`src/btf_pkg.sv`:
```
package btf_pkg;
   localparam logic [1:0] ADR_EVENT_FLAGS = 2'h0;
   localparam logic [1:0] ADR_EVENT_ENABLES = 2'h1;
   localparam logic [1:0] ADR_LINE_STATUS = 2'h2;
   localparam logic [15:0] EVENT_FLAGS_RST = 16'h0000;
   localparam logic [15:0] EVENT_ENABLES_RST = 16'h0000;
   localparam logic [15:0] EVENT_USED_MASK = 16'h1C9F;
   localparam int EV_RX_BUF = 0;
   localparam int EV_SENT_BUF = 1;
   localparam int EV_NO_BUFFER = 2;
   localparam int EV_CHAR_RCVD = 3;
   localparam int EV_TX_ERROR = 4;
   localparam int EV_HALT_DONE = 7;
   localparam int EV_CS_CHANGED = 10;
   localparam int EV_TX_GLITCH = 11;
   localparam int EV_RX_GLITCH = 12;
   localparam int LS_CARRIER = 0;
   localparam logic [15:0] CRC16_POLY_REFL = 16'hA001;
   typedef enum logic [3:0] {
      S_IDLE, S_PRE, S_DATA, S_DUP, S_END, S_CK0, S_CK1, S_CLOSE, S_SYN1, S_SYN2, S_FILL
   } btf_state_t;
   typedef struct packed {
      btf_state_t st;
      logic [15:0] cnt;
      logic eom;
      logic tb;
      logic cm;
      logic inc;
      logic tr;
      logic [15:0] chk;
      logic in_msg;
      logic stop;
      logic starved;
      logic lost;
      logic fill_dle;
      logic [7:0] hold;
      logic hold_v;
      logic [15:0] ev;
      logic [15:0] en;
      logic cs;
      logic rx_wait;
      logic [15:0] rdata;
      logic cls;
      logic cls_keep;
   } btf_regs_t;
endpackage : btf_pkg

```
`src/btf_tx_framer.sv`:
```
`timescale 1ns/1ps
module btf_tx_framer (
   input wire logic sys_clk,
   input wire logic rst,
   input wire logic ce,
   input wire logic [1:0] reg_addr,
   input wire logic reg_wr,
   input wire logic [15:0] reg_wdata,
   output logic [15:0] reg_rdata,
   input wire logic desc_ready,
   input wire logic desc_eom,
   input wire logic desc_send_check_after,
   input wire logic desc_continuous_reuse,
   input wire logic desc_check_accum_reset,
   input wire logic desc_prepend_escape,
   input wire logic desc_clear_channel_mode,
   input wire logic desc_check_include,
   input wire logic [15:0] desc_length,
   output logic desc_take,
   output logic desc_close,
   output logic desc_keep_ready,
   output logic desc_starved_flag,
   output logic desc_send_permit_lost,
   input wire logic [7:0] data_byte,
   input wire logic data_valid,
   output logic data_ready,
   output logic [7:0] line_char,
   output logic line_valid,
   input wire logic line_ready,
   input wire logic cts,
   input wire logic [7:0] sync_char,
   input wire logic [7:0] dle_char,
   input wire logic lrc_select,
   input wire logic idle_fill_select,
   input wire logic [15:0] tx_check_preset,
   input wire logic graceful_stop,
   input wire logic restart_tx,
   input wire logic carrier_sense,
   input wire logic rx_clock_glitch,
   input wire logic tx_clock_glitch,
   input wire logic rx_char_stored,
   input wire logic rx_discard,
   input wire logic rx_buffer_closed,
   input wire logic enter_hunt,
   output logic rx_suspended,
   output logic irq
);
   import btf_pkg::*;

   // ----------------------------------------
   // Check accumulation
   // ----------------------------------------
   function automatic logic [15:0] crc16_byte(input logic [15:0] c, input logic [7:0] b);
      logic [15:0] r;
      r = c ^ {8'h00, b};
      for (int i = 0; i < 8; i++) begin
         r = r[0] ? ((r >> 1) ^ CRC16_POLY_REFL) : (r >> 1);
      end
      return r;
   endfunction : crc16_byte

   // Longitudinal check only outside transparent mode
   function automatic logic [15:0] accum(input logic [15:0] c, input logic [7:0] b,
                                         input logic lrc, input logic tr);
      return (lrc && !tr) ? {8'h00, c[7:0] ^ b} : crc16_byte(c, b);
   endfunction : accum

   btf_regs_t q, d;
   logic ld;
   logic [15:0] ev_set;
   logic [15:0] ev_clr;

   assign ld = !q.hold_v || line_ready;
   assign line_char = q.hold;
   assign line_valid = q.hold_v;
   assign reg_rdata = q.rdata;
   assign desc_close = q.cls;
   assign desc_keep_ready = q.cls_keep;
   assign desc_starved_flag = q.starved;
   assign desc_send_permit_lost = q.lost;
   assign rx_suspended = q.rx_wait;
   assign irq = |(q.ev & q.en);
   assign desc_take = (q.st == S_IDLE) && !q.stop && desc_ready;
   assign data_ready = (q.st == S_DATA) && ld;

   // ----------------------------------------
   // Next state
   // ----------------------------------------
   always_comb begin
      d = q;
      d.cls = 1'b0;
      d.cls_keep = 1'b0;
      ev_set = '0;
      if (ld) begin
         d.hold_v = 1'b0;
      end
      if (!cts && q.st != S_IDLE && q.st != S_FILL && q.st != S_SYN1 && q.st != S_SYN2) begin
         d.lost = 1'b1;
      end
      unique case (q.st)
         S_IDLE: begin
            if (desc_take) begin
               d.eom = desc_eom;
               d.tb = desc_eom && desc_send_check_after;
               d.cm = desc_continuous_reuse;
               d.inc = desc_check_include;
               d.tr = desc_clear_channel_mode;
               d.cnt = desc_length;
               d.in_msg = 1'b1;
               d.starved = 1'b0;
               d.lost = !cts;
               if (desc_check_accum_reset) begin
                  d.chk = tx_check_preset;
               end
               d.st = desc_prepend_escape ? S_PRE : S_DATA;
            end
         end
         S_PRE: begin
            if (ld) begin
               d.hold = dle_char;
               d.hold_v = 1'b1;
               d.st = S_DATA;
            end
         end
         S_DATA: begin
            if (ld && data_valid) begin
               d.hold = data_byte;
               d.hold_v = 1'b1;
               d.cnt = q.cnt - 16'h0001;
               if (q.inc) begin
                  d.chk = accum(q.chk, data_byte, lrc_select, q.tr);
               end
               if (q.tr && data_byte == dle_char) begin
                  d.st = S_DUP;
               end else if (q.cnt == 16'h0001) begin
                  d.st = S_END;
                  ev_set[EV_SENT_BUF] = !q.tb;
               end
            end
         end
         S_DUP: begin
            if (ld) begin
               d.hold = dle_char;
               d.hold_v = 1'b1;
               d.st = (q.cnt == 16'h0000) ? S_END : S_DATA;
               ev_set[EV_SENT_BUF] = (q.cnt == 16'h0000) && !q.tb;
            end
         end
         S_END: begin
            if (!q.eom && !desc_ready) begin
               d.starved = 1'b1;
            end
            d.st = q.tb ? S_CK0 : S_CLOSE;
         end
         S_CK0: begin
            if (ld) begin
               d.hold = q.chk[7:0];
               d.hold_v = 1'b1;
               if (lrc_select && !q.tr) begin
                  ev_set[EV_SENT_BUF] = 1'b1;
                  d.chk = tx_check_preset;
                  d.st = S_CLOSE;
               end else begin
                  d.st = S_CK1;
               end
            end
         end
         S_CK1: begin
            if (ld) begin
               d.hold = q.chk[15:8];
               d.hold_v = 1'b1;
               ev_set[EV_SENT_BUF] = 1'b1;
               d.chk = tx_check_preset;
               d.st = S_CLOSE;
            end
         end
         S_CLOSE: begin
            d.cls = 1'b1;
            d.cls_keep = q.cm && !q.starved && !q.lost;
            ev_set[EV_TX_ERROR] = q.starved || q.lost;
            d.in_msg = !q.eom;
            d.fill_dle = 1'b0;
            if (q.starved) begin
               d.st = S_FILL;
            end else if (q.eom && !q.tb && !idle_fill_select) begin
               d.st = S_SYN1;
            end else begin
               d.st = S_IDLE;
            end
            if (q.eom) begin
               d.tr = 1'b0;
            end
         end
         S_SYN1, S_SYN2: begin
            if (ld) begin
               d.hold = sync_char;
               d.hold_v = 1'b1;
               d.st = (q.st == S_SYN1) ? S_SYN2 : S_IDLE;
            end
         end
         S_FILL: begin
            // Pairs are never split, so a new buffer starts on a clean boundary
            if (ld) begin
               d.hold_v = 1'b1;
               if (q.tr && !q.fill_dle) begin
                  d.hold = dle_char;
                  d.fill_dle = 1'b1;
               end else begin
                  d.hold = sync_char;
                  d.fill_dle = 1'b0;
                  if (desc_ready) begin
                     d.st = S_IDLE;
                  end
               end
            end
         end
         default: d.st = S_IDLE;
      endcase

      // Graceful stop holds off new descriptors until restart
      if (graceful_stop) begin
         d.stop = 1'b1;
      end
      if (restart_tx) begin
         d.stop = 1'b0;
      end
      ev_set[EV_HALT_DONE] = q.stop && q.in_msg && !d.in_msg ||
                             graceful_stop && !q.stop && !q.in_msg;
      ev_set[EV_RX_GLITCH] = rx_clock_glitch;
      ev_set[EV_TX_GLITCH] = tx_clock_glitch;
      ev_set[EV_CS_CHANGED] = carrier_sense != q.cs;
      ev_set[EV_CHAR_RCVD] = rx_char_stored;
      ev_set[EV_NO_BUFFER] = rx_discard;
      ev_set[EV_RX_BUF] = rx_buffer_closed;
      d.cs = carrier_sense;
      if (rx_discard) begin
         d.rx_wait = 1'b1;
      end else if (enter_hunt) begin
         d.rx_wait = 1'b0;
      end

      // ----------------------------------------
      // Register file
      // ----------------------------------------
      ev_clr = (reg_wr && reg_addr == ADR_EVENT_FLAGS) ? reg_wdata : 16'h0000;
      d.ev = ((q.ev & ~ev_clr) | ev_set) & EVENT_USED_MASK;
      if (reg_wr && reg_addr == ADR_EVENT_ENABLES) begin
         d.en = reg_wdata & EVENT_USED_MASK;
      end
      unique case (reg_addr)
         ADR_EVENT_FLAGS: d.rdata = q.ev;
         ADR_EVENT_ENABLES: d.rdata = q.en;
         ADR_LINE_STATUS: d.rdata = {15'h0000, q.cs};
         default: d.rdata = 16'h0000;
      endcase
   end

   always_ff @(posedge sys_clk or posedge rst) begin
      if (rst) begin
         q <= '0;
         q.st <= S_IDLE;
         q.ev <= EVENT_FLAGS_RST;
         q.en <= EVENT_ENABLES_RST;
      end else if (ce) begin
         q <= d;
      end
   end
endmodule : btf_tx_framer

```
`config.mk`:
```
export PLATFORM = sky130hd
export DESIGN_NAME = btf_tx_framer
export DESIGN_NICKNAME = d
export VERILOG_FILES = /design/src/btf_pkg.sv /design/src/btf_tx_framer.sv
export SDC_FILE = /design/constraint.sdc
export NUM_CORES = 1
export LEC_CHECK = 0
export BUFFER_PORTS_ARGS = -buffer_cell sky130_fd_sc_hd__buf_2
export CAP_MARGIN = 0
export CORE_MARGIN = 2
export CORE_UTILIZATION = 31
export CTS_CLUSTER_DIAMETER = 40
export DETAILED_ROUTE_END_ITERATION = 16
export PLACE_DENSITY = 0.58
export SLEW_MARGIN = 10
export SYNTH_ARGS = -nofsm -noshare
export SYNTH_HDL_FRONTEND = slang
export SYNTH_SLANG_ARGS = --single-unit
```
`constraint.sdc`:
```
create_clock -name sys_clk -period 3.3 [get_ports sys_clk]
set_input_delay 0.165 -clock sys_clk [delete_from_list [all_inputs] [get_ports sys_clk]]
set_output_delay 0.165 -clock sys_clk [all_outputs]
set_load 0.05 [all_outputs]
```
# [Word-level counts from Yosys, hierarchy flattened]
# Index checks and enable logic that the tools add are counted.
[totals] reg_bits=93 input_bits=100 output_inout_bits=33 elab_cells=209
[classes] add_sub_neg=1 n_eq_ne=35 n_mux=71 n_bitwise=14 reduce_logical=66
[op_table] op="16-bit two-way mux" n=15
[op_table] op="16-bit case mux with 4 select lines" n=1
[op_table] op="9-bit two-way mux" n=6
[op_table] op="9-bit case mux with 6 select lines" n=1
[op_table] op="4-bit two-way mux" n=13
[op_table] op="42-bit two-way mux" n=1
[op_table] op="4-bit case mux with 10 select lines" n=1
[op_table] op="13-bit case mux with 3 select lines" n=1
[op_table] op="16-bit case mux with 2 select lines" n=1
[op_table] op="2-bit != test (second input constant)" n=14
[op_table] op="13-bit AND" n=2
[op_table] op="1-bit logical AND" n=24
[op_table] op="2-bit inverter with 3-bit output" n=8
[op_table] op="20-bit two-way mux" n=1
[op_table] op="1-bit two-way mux" n=18
[op_table] op="16-bit by 1-bit == test with 1-bit output (second input constant)" n=1
[op_table] op="4-bit by 3-bit == test with 1-bit output (second input constant)" n=4
[op_table] op="16-bit logical NOT" n=1
[op_table] op="16-bit OR reduction" n=1
[op_table] op="16-bit by 1-bit subtractor with 16-bit output (second input constant)" n=1
[op_table] op="16-bit by 8-bit XOR with 16-bit output" n=1
[op_table] op="1-bit logical NOT" n=13
[op_table] op="13-bit two-way mux" n=1
[op_table] op="13-bit inverter" n=1
[op_table] op="other kinds (30)" n=56

# [Depth between registers and ports, before layout]
# Gate-level depths: netlist of the first run.
[logic_depth] word_depth=21 mapped_depth=9 mapped_depth_nobuf=8

# [Least setup slack after synthesis of the first run]
# No wires, ideal clock.
[synth_path] kind="register to output" startpoint="reg q[103] (netlist bit)" endpoint="out data_ready" t_arrival_ns=2.234 required_ns=3.135 path_slack_ns=0.901 path_stages_with_launch=7 path_cell_list="dfrtp_1 -> buf_2 -> or4b_1 -> clkbuf_1 -> clkbuf_1 -> clkbuf_1 -> nor2_1"
[synth_via] elab_chain_len=2
[synth_lines] item="from (decl)" line="btf_tx_framer.sv:68" source="btf_regs_t q, d;"
[synth_lines] item="4-bit by 2-bit == test with 1-bit output" line="btf_tx_framer.sv:84" source="assign data_ready = (q.st == S_DATA) && ld;"
[synth_lines] item="1-bit logical AND" line="btf_tx_framer.sv:84"
[synth_lines] item="to (decl)" line="btf_tx_framer.sv:26" source="output logic data_ready,"
# Every way passes these cells.

# [Worst setup path after layout of the first run]
[layout_path] startpoint="reg q[104] (netlist bit)" endpoint="reg q[66] (netlist bit)"
[layout_via] elab_chain_len=5
[layout_lines] item="4-bit logical NOT" line="btf_tx_framer.sv:83, btf_tx_framer.sv:100"
[layout_lines] item="1-bit logical AND (2 in series)" line="btf_tx_framer.sv:83" source="assign desc_take = (q.st == S_IDLE) && !q.stop && desc_ready;"
[layout_lines] item="2-bit != test (no source line)"
[layout_lines] item="9-bit AND reduction (no source line)"
# Parallel ways exist; a longest one is shown, timed or not.
# A chain may end at the register's enable or synchronous reset.

==> results.yml, run 1 <==
die:
  dieArea_sq_um: 18500
  die_w_um: 136
  dieHeight_um: 136
  initial_core_util_pct: 31.4
  io_pins: 133
  fp.coreArea_sq_um: 17200
  num_rows: 48
cts:
  htreeDepth: 3
  cts_sinks: 86
  clkLatencyLatePin_ns: 0.36
  max-clock-path-buffers: 2
  clkTransAtPathRegs_ns: 0.07
  postCtsSetupRepairBufs: 0
  cts_resized: 0
  hold_buffers: 3
  cts_buffers: 9
  cts_tree: "done"
  clockRootBuffer: "clkbuf_16"
cells_and_area:
  drive_gt1_share_pct: 26.4
  register_area_sq_um: 2150
  multi_input_area_sq_um: 2890
  final_nets: 796
  fillers: 1797
  area_growth_pct: 19.0
  post-route-util_pct: 37.4
place:
  io_buffers: 118
  hpwl_mm: 11.4
  routabilityCongestion: 0.824
sta:
  setup_viol: 0
  clock_skew_ns: 0.0106
  tns_ns: 0
  finalCritPeriodShare_pct: 76.1
  fmax_ghz: 0.398
  slew_violations: 0
  worst_pin_slew_ns: 0.867
  finalHoldViolations: 0
  slew_headroom_pct: 42.2
  min_period_ns: 2.51
  rsz0062_at_grt: "false"
global_route:
  track_usage_pct: 16.8
  overflow: 0
  busiest_layer: "met2"
  grt_pass1_wl_mm: 24.4
  grt_max_degree: 35
  grtUsageMet2_pct: 26.5
  grt_pass1_vias: 4590
  grt.met1_usage_pct: 23.3
  grt_util_met3_pct: 3.54
  antenna_found_initial: 2
logic_synthesis:
  netlist_area_sq_um: 5400
  yosysMostFrequentCell: "dfrtp_1"
  syn-instance-count: 597
  avgSynthCellArea_sq_um: 9.05
  ys_seq_area_share_pct: 39.9
  synth_seq_cells: 86
  yosys_warnings: 0
  synthArstFlopShare_pct: 100
  synth-edff-count: 0
  synth_area_leaders: "dfrtp_1 40%, o21ai_0 4.7%, nand2_1 3.9%"
  synthTopCellsByCount: "86 x dfrtp_1, 56 x nand2_1, 52 x nor2_1, 51 x o21ai_0, 35 x a21oi_1"
  synth_cell_types: 66
  synth_top_area_share_pct: 39.9
  yosys.area.top_type: "dfrtp_1"
  synth_top_flop_cell: "dfrtp_1"
routing:
  antenna_left: 0
  via_per_inst: 5.18
  wire_per_inst_um: 16.5
  vias: 4784
  drt_iter0_markers: 295
  firstDrtPassIters: 5
  routed_wl_mm: 15.2
  drcViolationCount: 0
critical_path:
  path_class: "flop to flop"
  cp_cell_sequence: "buf_4, or4_1, o21ai_1, a21oi_1, o211ai_1, buf_4, nor4_1, nor3_1"
  required_ns: 3.56
  cp_common_cell: "buf_4"
  arrival_ns: 2.77
  slowest_delay_ns: 0.59
  cpMaxStageDelayCell: "or4_1"
  start_kind: "flop"
  cp_max_fo: 33
  critPathCaptureType: "flop"
power:
  p_leak_nw: 2.84
  ir_drop_uv: 356
  p_per_area_nw_per_um2: 858
flow_run:
  cap_violations: 0
outcome:
  status: "complete, no violations"
min_path:
  hp-class: "input pin to flop"
-- critical path, delay by kind of cell, from the launching register on --
family	cells	cell delay, ns
AND/OR/NAND/NOR	3	0.93
buffers and inverters	2	0.57
flip-flops	1	0.46
AO/OA/AOI/OAI	3	0.45
-- logic make-up (layout without fill, tap and decap cells) --
logic type	after synthesis	count (layout)	share of synthesized area, %
compound gates	194	194	23.6
flops	86	86	39.9
other cells	1	8	0.0694
simple gates	180	180	16.3
fa+ha+maj	3	3	0.695
xor+xnor	30	30	5.68
mux	31	31	6.72
buf+inv	72	167	7.07
-- power by group --
group	switching (W)	internal, W	total (W)
logic	0.00163	0.00108	0.00271
registers	0.000370	0.00140	0.00177
clock network	0.000498	0.000536	0.00103
-- per-layer routing --
layer / vias to the layer above / wire length [um]
met5: - / 0
li1: 2357 / -
met1: 2273 / 7010
met2: 132 / 7090
met4: 0 / 261
met3: 22 / 854
-- registers in the layout (all words and copies together), names as in the netlist --
name / flops
desc_close: 1
desc_keep_ready: 1
desc_send_permit_lost: 1
desc_starved_flag: 1
line_char: 8
line_valid: 1
q: 63
reg_rdata: 9
rx_suspended: 1
-- cell usage in the layout (no fill, tap or decap), types with 8 or more instances in the layout --
master,count
nor2_1,52
o21ai_0,51
a222oi_1,9
clkbuf_16,9
nor2b_1,10
a21oi_1,35
o21ai_1,17
buf_4,18
a22o_1,8
buf_2,118
o2bb2ai_1,9
mux2i_1,10
nand2_1,56
inv_1,11
xnor2_1,20
dfrtp_1,86
mux2_2,14
a22oi_1,23
nor3_1,14
nand3_1,8
-- metrics by stage --
step	cells	cell area (sq um)	worst slack [ns]	total power [W]	hold slack [ns]
finish	924	6420	0.790	0.00551	0.0367
global route	923	6420	0.583	0.00597	0.0262
CTS	923	6420	0.835	0.00554	0.0255
detailed placement	904	6090	0.836	0.00448	0.282
global placement	904	6090	0.883	0.00447	0.280
floorplan	603	5420	0.901	0.00389	0.251
-- path summary, 6_finish.rpt --
path	end	startpoint	cells past startpoint	slack, ns
max	q[66]	q[104]	8	0.79
min	q[83]	desc_check_include	2	0.04
max reg2reg	q[66]	q[104]	8	0.79
min reg2reg	reg_rdata[12]	reg_rdata[12]	1	0.49
max in group asynchronous	q[38]	rst	4	2.06
min in group asynchronous	desc_send_permit_lost	rst	3	0.42
-- final cells by class --
class / count / share of cell area, %
diodes: 1 / 0.0389
clock buffers: 9 / 3.51
clock inverters: 7 / 1.13
inverters: 12 / 0.721
multi-input cells: 445 / 45.0
flip-flops and latches: 86 / 33.5
well taps: 225 / 4.38
repair buffers: 139 / 11.8
No activity file was read; power rests on OpenSTA's default activity.
==> run 2, diff against run 1 <==
--- a/config.mk
+++ b/config.mk
@@ -11,7 +11,7 @@
 export CORE_UTILIZATION = 31
 export CTS_CLUSTER_DIAMETER = 40
 export DETAILED_ROUTE_END_ITERATION = 16
-export PLACE_DENSITY = 0.58
+export PLACE_DENSITY = 0.6
 export SLEW_MARGIN = 10
 export SYNTH_ARGS = -nofsm -noshare
 export SYNTH_HDL_FRONTEND = slang
==> constraint.sdc (replaced) <==
create_clock -name sys_clk -period 2.28 [get_ports sys_clk]
set_input_delay 0.114 -clock sys_clk [delete_from_list [all_inputs] [get_ports sys_clk]]
set_output_delay 0.114 -clock sys_clk [all_outputs]
set_load 0.05 [all_outputs]
==> run 2 against run 1 <==
Sequential power grew 43%; final area up 5.7%; die area is the same; global-route usage rose by 0.29 points; setup slack lost 0.72 ns; worst hold slack got worse by 0.032 ns; power grew 55%.
==> results.yml, run 2 (synthesized netlist as in run 1, its figures left out) <==
power:
  switching_power_w: 0.00371
  p_sw_share_pct: 43.5
  p_int_w: 0.00482
  power_frac_comb_pct: 51.6
  clkPwrFrac_pct: 18.7
  seq_power_share_pct: 29.6
  total_power_w: 0.00853
  p_leak_nw: 3.04
  p_per_area_nw_per_um2: 1260
  ir_drop_uv: 451
place:
  place_area_sq_um: 6360
  pre_cts_ws_ns: 0.133
  routabilityCongestion: 0.870
  dp_cells: 935
  io_buffers: 118
  hpwl_mm: 11.7
routing:
  wire_per_inst_um: 16.4
  antenna_left: 0
  via_per_inst: 5.16
  firstDrtPassIters: 7
  routed_wl_mm: 15.7
  vias: 4955
  drcViolationCount: 0
  drt_iter0_markers: 352
critical_path:
  required_ns: 2.17
  cpMaxStageDelayCell: "or4b_1"
  cp_cell_sequence: "buf_4, or4b_1, buf_6, nor2_2, buf_4"
  cp_max_fo: 30
  slowest_delay_ns: 0.58
  path_class: "flop to primary output"
  critPathCaptureType: "primary output"
  cp_common_cell: "buf_4"
  arrival_ns: 2.10
  start_kind: "flop"
cts:
  clkTransAtPathRegs_ns: 0.08
  clockRootBuffer: "clkbuf_16"
  cts_tree: "done"
  cts_sinks: 86
  cts_buffers: 9
  htreeDepth: 3
  max-clock-path-buffers: 2
  clkLatencyLatePin_ns: 0.35
cells_and_area:
  top_register: "q"
  mostFrequentLayoutCell: "buf_2"
  design_area_sq_um: 6790
  final_nets: 831
  drive_gt1_share_pct: 30.3
  most-common-layout-cells: "116 x buf_2, 86 x dfrtp_1, 56 x nand2_1"
  stdcell_count: 960
  largest_reg_flops: 63
  area_growth_pct: 25.7
global_route:
  antenna_found_initial: 2
  grt_pass1_wl_mm: 24.8
  grt_max_degree: 79
  track_usage_pct: 17.1
  overflow: 0
  grt_pass1_vias: 4690
sta:
  finalCritPeriodShare_pct: 96.9
  slew_headroom_pct: 55.5
  worst_pin_slew_ns: 0.665
  finalHoldViolations: 0
  fmax_ghz: 0.453
  min_period_ns: 2.21
  layout_setup_ws_ns: 0.0705
  clock_skew_ns: 0.0118
  tns_ns: 0
  slew_violations: 0
  setup_viol: 0
min_path:
  hp-class: "input pin to flop"
die:
  io_pins: 133
  fp.coreArea_sq_um: 17200
  die_w_um: 136
  num_rows: 48
  dieHeight_um: 136
  initial_core_util_pct: 31.4
  dieArea_sq_um: 18500
outcome:
  status: "complete, no violations"
flow_run:
  cap_violations: 0
[run 2: changes by cell type in the layout (fill, tap and decap cells not counted), moves of 2 or more]
cell | before | now
buf_4 | 18 | 46
buf_6 | 0 | 3
dlygate4sd3_1 | 3 | 6
buf_12 | 0 | 2
buf_2 | 118 | 116
clkinv_4 | 0 | 2
nor2_1 | 52 | 50
nor2_2 | 0 | 2
[run 2: final timing paths]
path	startpoint	to	slack, ns	cells past startpoint
worst max-delay path	q[104]	data_ready	0.07	5
worst min-delay path	reg_wdata[10]	q[30]	0.005	2
worst max register to register	q[104]	line_char[3]	0.16	7
worst min register to register	line_char[7]	line_char[7]	0.48	2
max in group asynchronous	rst	line_char[1]	1.35	4
min in group asynchronous	rst	q[92]	0.24	3
[run 2: metal layers]
layer	wire length (um)	track usage [%]	vias to the layer above
met2	7410	27.3	155
met3	945	4.29	16
met1	7110	23.1	2354
li1	-	-	2430
met4	257	4.80	0
met5	0	0	-
[run 2: worst max-delay path: cells and delay by family, from the launching register on]
family	cells	cell delay, ns
buf+inv	3	0.62
flops	1	0.39
simple gates	2	0.73
[run 2: power by group through the flow]
stage               sequential [W]  combinational [W]  clock, W
floorplan                  0.00250            0.00313         0
detailed placement         0.00253            0.00432         0
global route               0.00261            0.00486   0.00167
global placement           0.00252            0.00431         0
CTS                        0.00251            0.00435   0.00162
finish                     0.00253            0.00441   0.00160
[run 2: layout make-up]
class | count | area (sq um)
flip-flops and latches | 86 | 2150
well taps | 225 | 282
clock buffers | 10 | 239
inverters | 12 | 48.8
repair buffers | 174 | 1070
diodes | 2 | 5.00
multi-input cells | 445 | 2920
fillers | 1806 | 10400
clock inverters | 6 | 76.3
[run 2: through the flow]
step | hold slack (ns) | util [%]
floorplan | 0.200 | -
global placement | 0.0672 | 37.0
detailed placement | 0.0632 | 37.0
CTS | 0.00294 | 39.2
global route | 0.000507 | 39.5
finish | 0.00472 | 39.5
[run 2: repair_timing]
item                       CTS  global route
hold buffers                 6             0
setup buffers                0             1
setup endpoints to repair    1            16
hold endpoints to repair    13             0
gates resized for setup      1            10
==> run 3, diff against run 2 <==
--- a/config.mk
+++ b/config.mk
@@ -8,10 +8,10 @@
 export BUFFER_PORTS_ARGS = -buffer_cell sky130_fd_sc_hd__buf_2
 export CAP_MARGIN = 0
 export CORE_MARGIN = 2
-export CORE_UTILIZATION = 31
+export CORE_UTILIZATION = 49
 export CTS_CLUSTER_DIAMETER = 40
 export DETAILED_ROUTE_END_ITERATION = 16
-export PLACE_DENSITY = 0.6
+export PLACE_DENSITY = 0.84
 export SLEW_MARGIN = 10
 export SYNTH_ARGS = -nofsm -noshare
 export SYNTH_HDL_FRONTEND = slang
==> run 3 against run 2 <==
Critical path depth stayed put; flip-flop and latch count is the same; global-route usage increased by 8.3 points; first-iteration DRC count grew 76%; setup slack better by 0.013 ns; via count is 4.1% higher; die area decreased by 36%; power down 5.7%; register-to-register slack worse by 0.08 ns; critical endpoint is now line_char[2]; clock power is 28% lower; routed wire length fell by 5.2%; worst hold slack about the same.
==> results.yml, run 3 (synthesized netlist as in run 1, its figures left out) <==
outcome:
  status: "complete, no violations"
cts:
  clkTransAtPathRegs_ns: 0.10
  cts_tree: "done"
  max-clock-path-buffers: 2
  cts_sinks: 86
  cts_buffers: 9
  htreeDepth: 3
  postCtsSetupRepairBufs: 0
  clockRootBuffer: "clkbuf_8"
  clkLatencyLatePin_ns: 0.37
place:
  hpwl_mm: 11.0
  dp_cells: 839
  routabilityCongestion: 0.912
  io_buffers: 118
sta:
  rsz0062_at_grt: "false"
  setup_viol: 0
  tns_ns: 0
  finalCritPeriodShare_pct: 96.3
  worst_pin_slew_ns: 0.600
  holdWs_ns: 0.00462
  slew_violations: 0
  fmax_ghz: 0.455
  finalHoldViolations: 0
  clock_skew_ns: 0.0186
  slew_headroom_pct: 59.8
  min_period_ns: 2.20
routing:
  routed_wl_mm: 14.9
  wire_per_inst_um: 17.0
  via_per_inst: 5.89
  firstDrtPassIters: 6
  antenna_left: 0
  vias: 5160
  drcViolationCount: 0
  drt_iter0_markers: 621
power:
  p_leak_nw: 2.99
  ir_drop_uv: 510
  p_per_area_nw_per_um2: 1210
critical_path:
  path_class: "flop to flop"
  cp_max_fo: 10
  required_ns: 2.52
  arrival_ns: 2.44
  rr_worst_depth: 5
  critPathCaptureType: "flop"
  start_kind: "flop"
cells_and_area:
  area_growth_pct: 23.3
  stdcell_count: 876
  top_register: "q"
  diodes: 0
  drive_gt1_share_pct: 28.7
  largest_reg_flops: 63
  final_nets: 834
  register_area_sq_um: 2150
  fillers: 897
  mostFrequentLayoutCell: "buf_2"
  most-common-layout-cells: "117 x buf_2, 85 x dfrtp_1, 56 x nand2_1"
  multi_input_area_sq_um: 2920
global_route:
  overflow: 0
  antenna_found_initial: 0
  grt_pass1_vias: 4897
  grt_pass1_wl_mm: 23.7
  grt_max_degree: 66
  track_usage_pct: 25.4
flow_run:
  cap_violations: 0
min_path:
  hold_depth: 3
  hp-class: "input pin to flop"
die:
  io_pins: 133
  initial_core_util_pct: 50.0
  fp.coreArea_sq_um: 10800
  dieArea_sq_um: 11900
  die_w_um: 109
  dieHeight_um: 109
  num_rows: 38
-- run 3: changes by cell type in the layout (fill, tap and decap cells not counted), sizes merged --
cell | previous run | this run
dlygate4sd3 | 6 | 21
buf | 167 | 156
clkbuf | 11 | 9
clkinvlp | 1 | 3
diode | 2 | 0
clkinv | 2 | 1
-- run 3: final cells by class --
cell class | count | area share (%)
clock buffer | 9 | 1.86
tap | 140 | 2.63
clock inverter | 7 | 1.35
inverter | 12 | 0.733
timing repair buffer | 177 | 17.2
multi-input combinational | 445 | 43.9
sequential | 86 | 32.3
-- run 3: metrics by stage --
stage | setup WS, ns | cell area, sq um | utilization, % | total power (W)
2_1_floorplan | 0.0737 | 5430 | - | 0.00563
3_3_place_gp | 0.131 | 6190 | 57.4 | 0.00662
3_5_place_dp | 0.0564 | 6190 | 57.4 | 0.00676
4_1_cts | 0.0364 | 6620 | 61.3 | 0.00796
5_1_grt | 0.0129 | 6660 | 61.7 | 0.00858
6_report | 0.0833 | 6660 | 61.7 | 0.00804
-- run 3: where the power goes --
part           switching (W)  total, W  internal (W)
clock network       0.000632   0.00116      0.000531
registers           0.000539   0.00256       0.00203
logic                0.00248   0.00431       0.00184
total                0.00365   0.00804       0.00439
-- run 3: what timing repair did --
item / in CTS / in global routing
resized for setup: 1 / 8
cloned: 0 / 0
endpoints found under the setup margin: 1 / 16
hold buffers: 21 / 0
endpoints found under the hold margin: 42 / 0
-- run 3: final timing paths --
path	startpoint	endpoint	slack, ns
min	desc_send_check_after	q[85]	0.005
min reg2reg	reg_rdata[3]	reg_rdata[3]	0.50
max in group asynchronous	rst	line_char[0]	1.24
min in group asynchronous	rst	q[92]	0.32
max reg2reg	q[103]	line_char[2]	0.08
max	q[103]	line_char[2]	0.08
-- run 3: worst max-delay path, cell delays in order, from the launching register on --
cell and delay [ns]:
dfrtp_1 0.51, buf_4 0.23, nand3_1 0.13, and4_4 0.22
or4_4 0.64, mux2_4 0.33
-- run 3: layer usage --
metal	vias up	wire length, um	track usage, %	share of wire [%]
li1	2419	-	-	-
met3	35	1190	4.96	8.0
met1	2450	6280	34.5	42
met2	256	7040	40.2	47
met4	0	399	9.52	2.7
met5	-	0	0	0
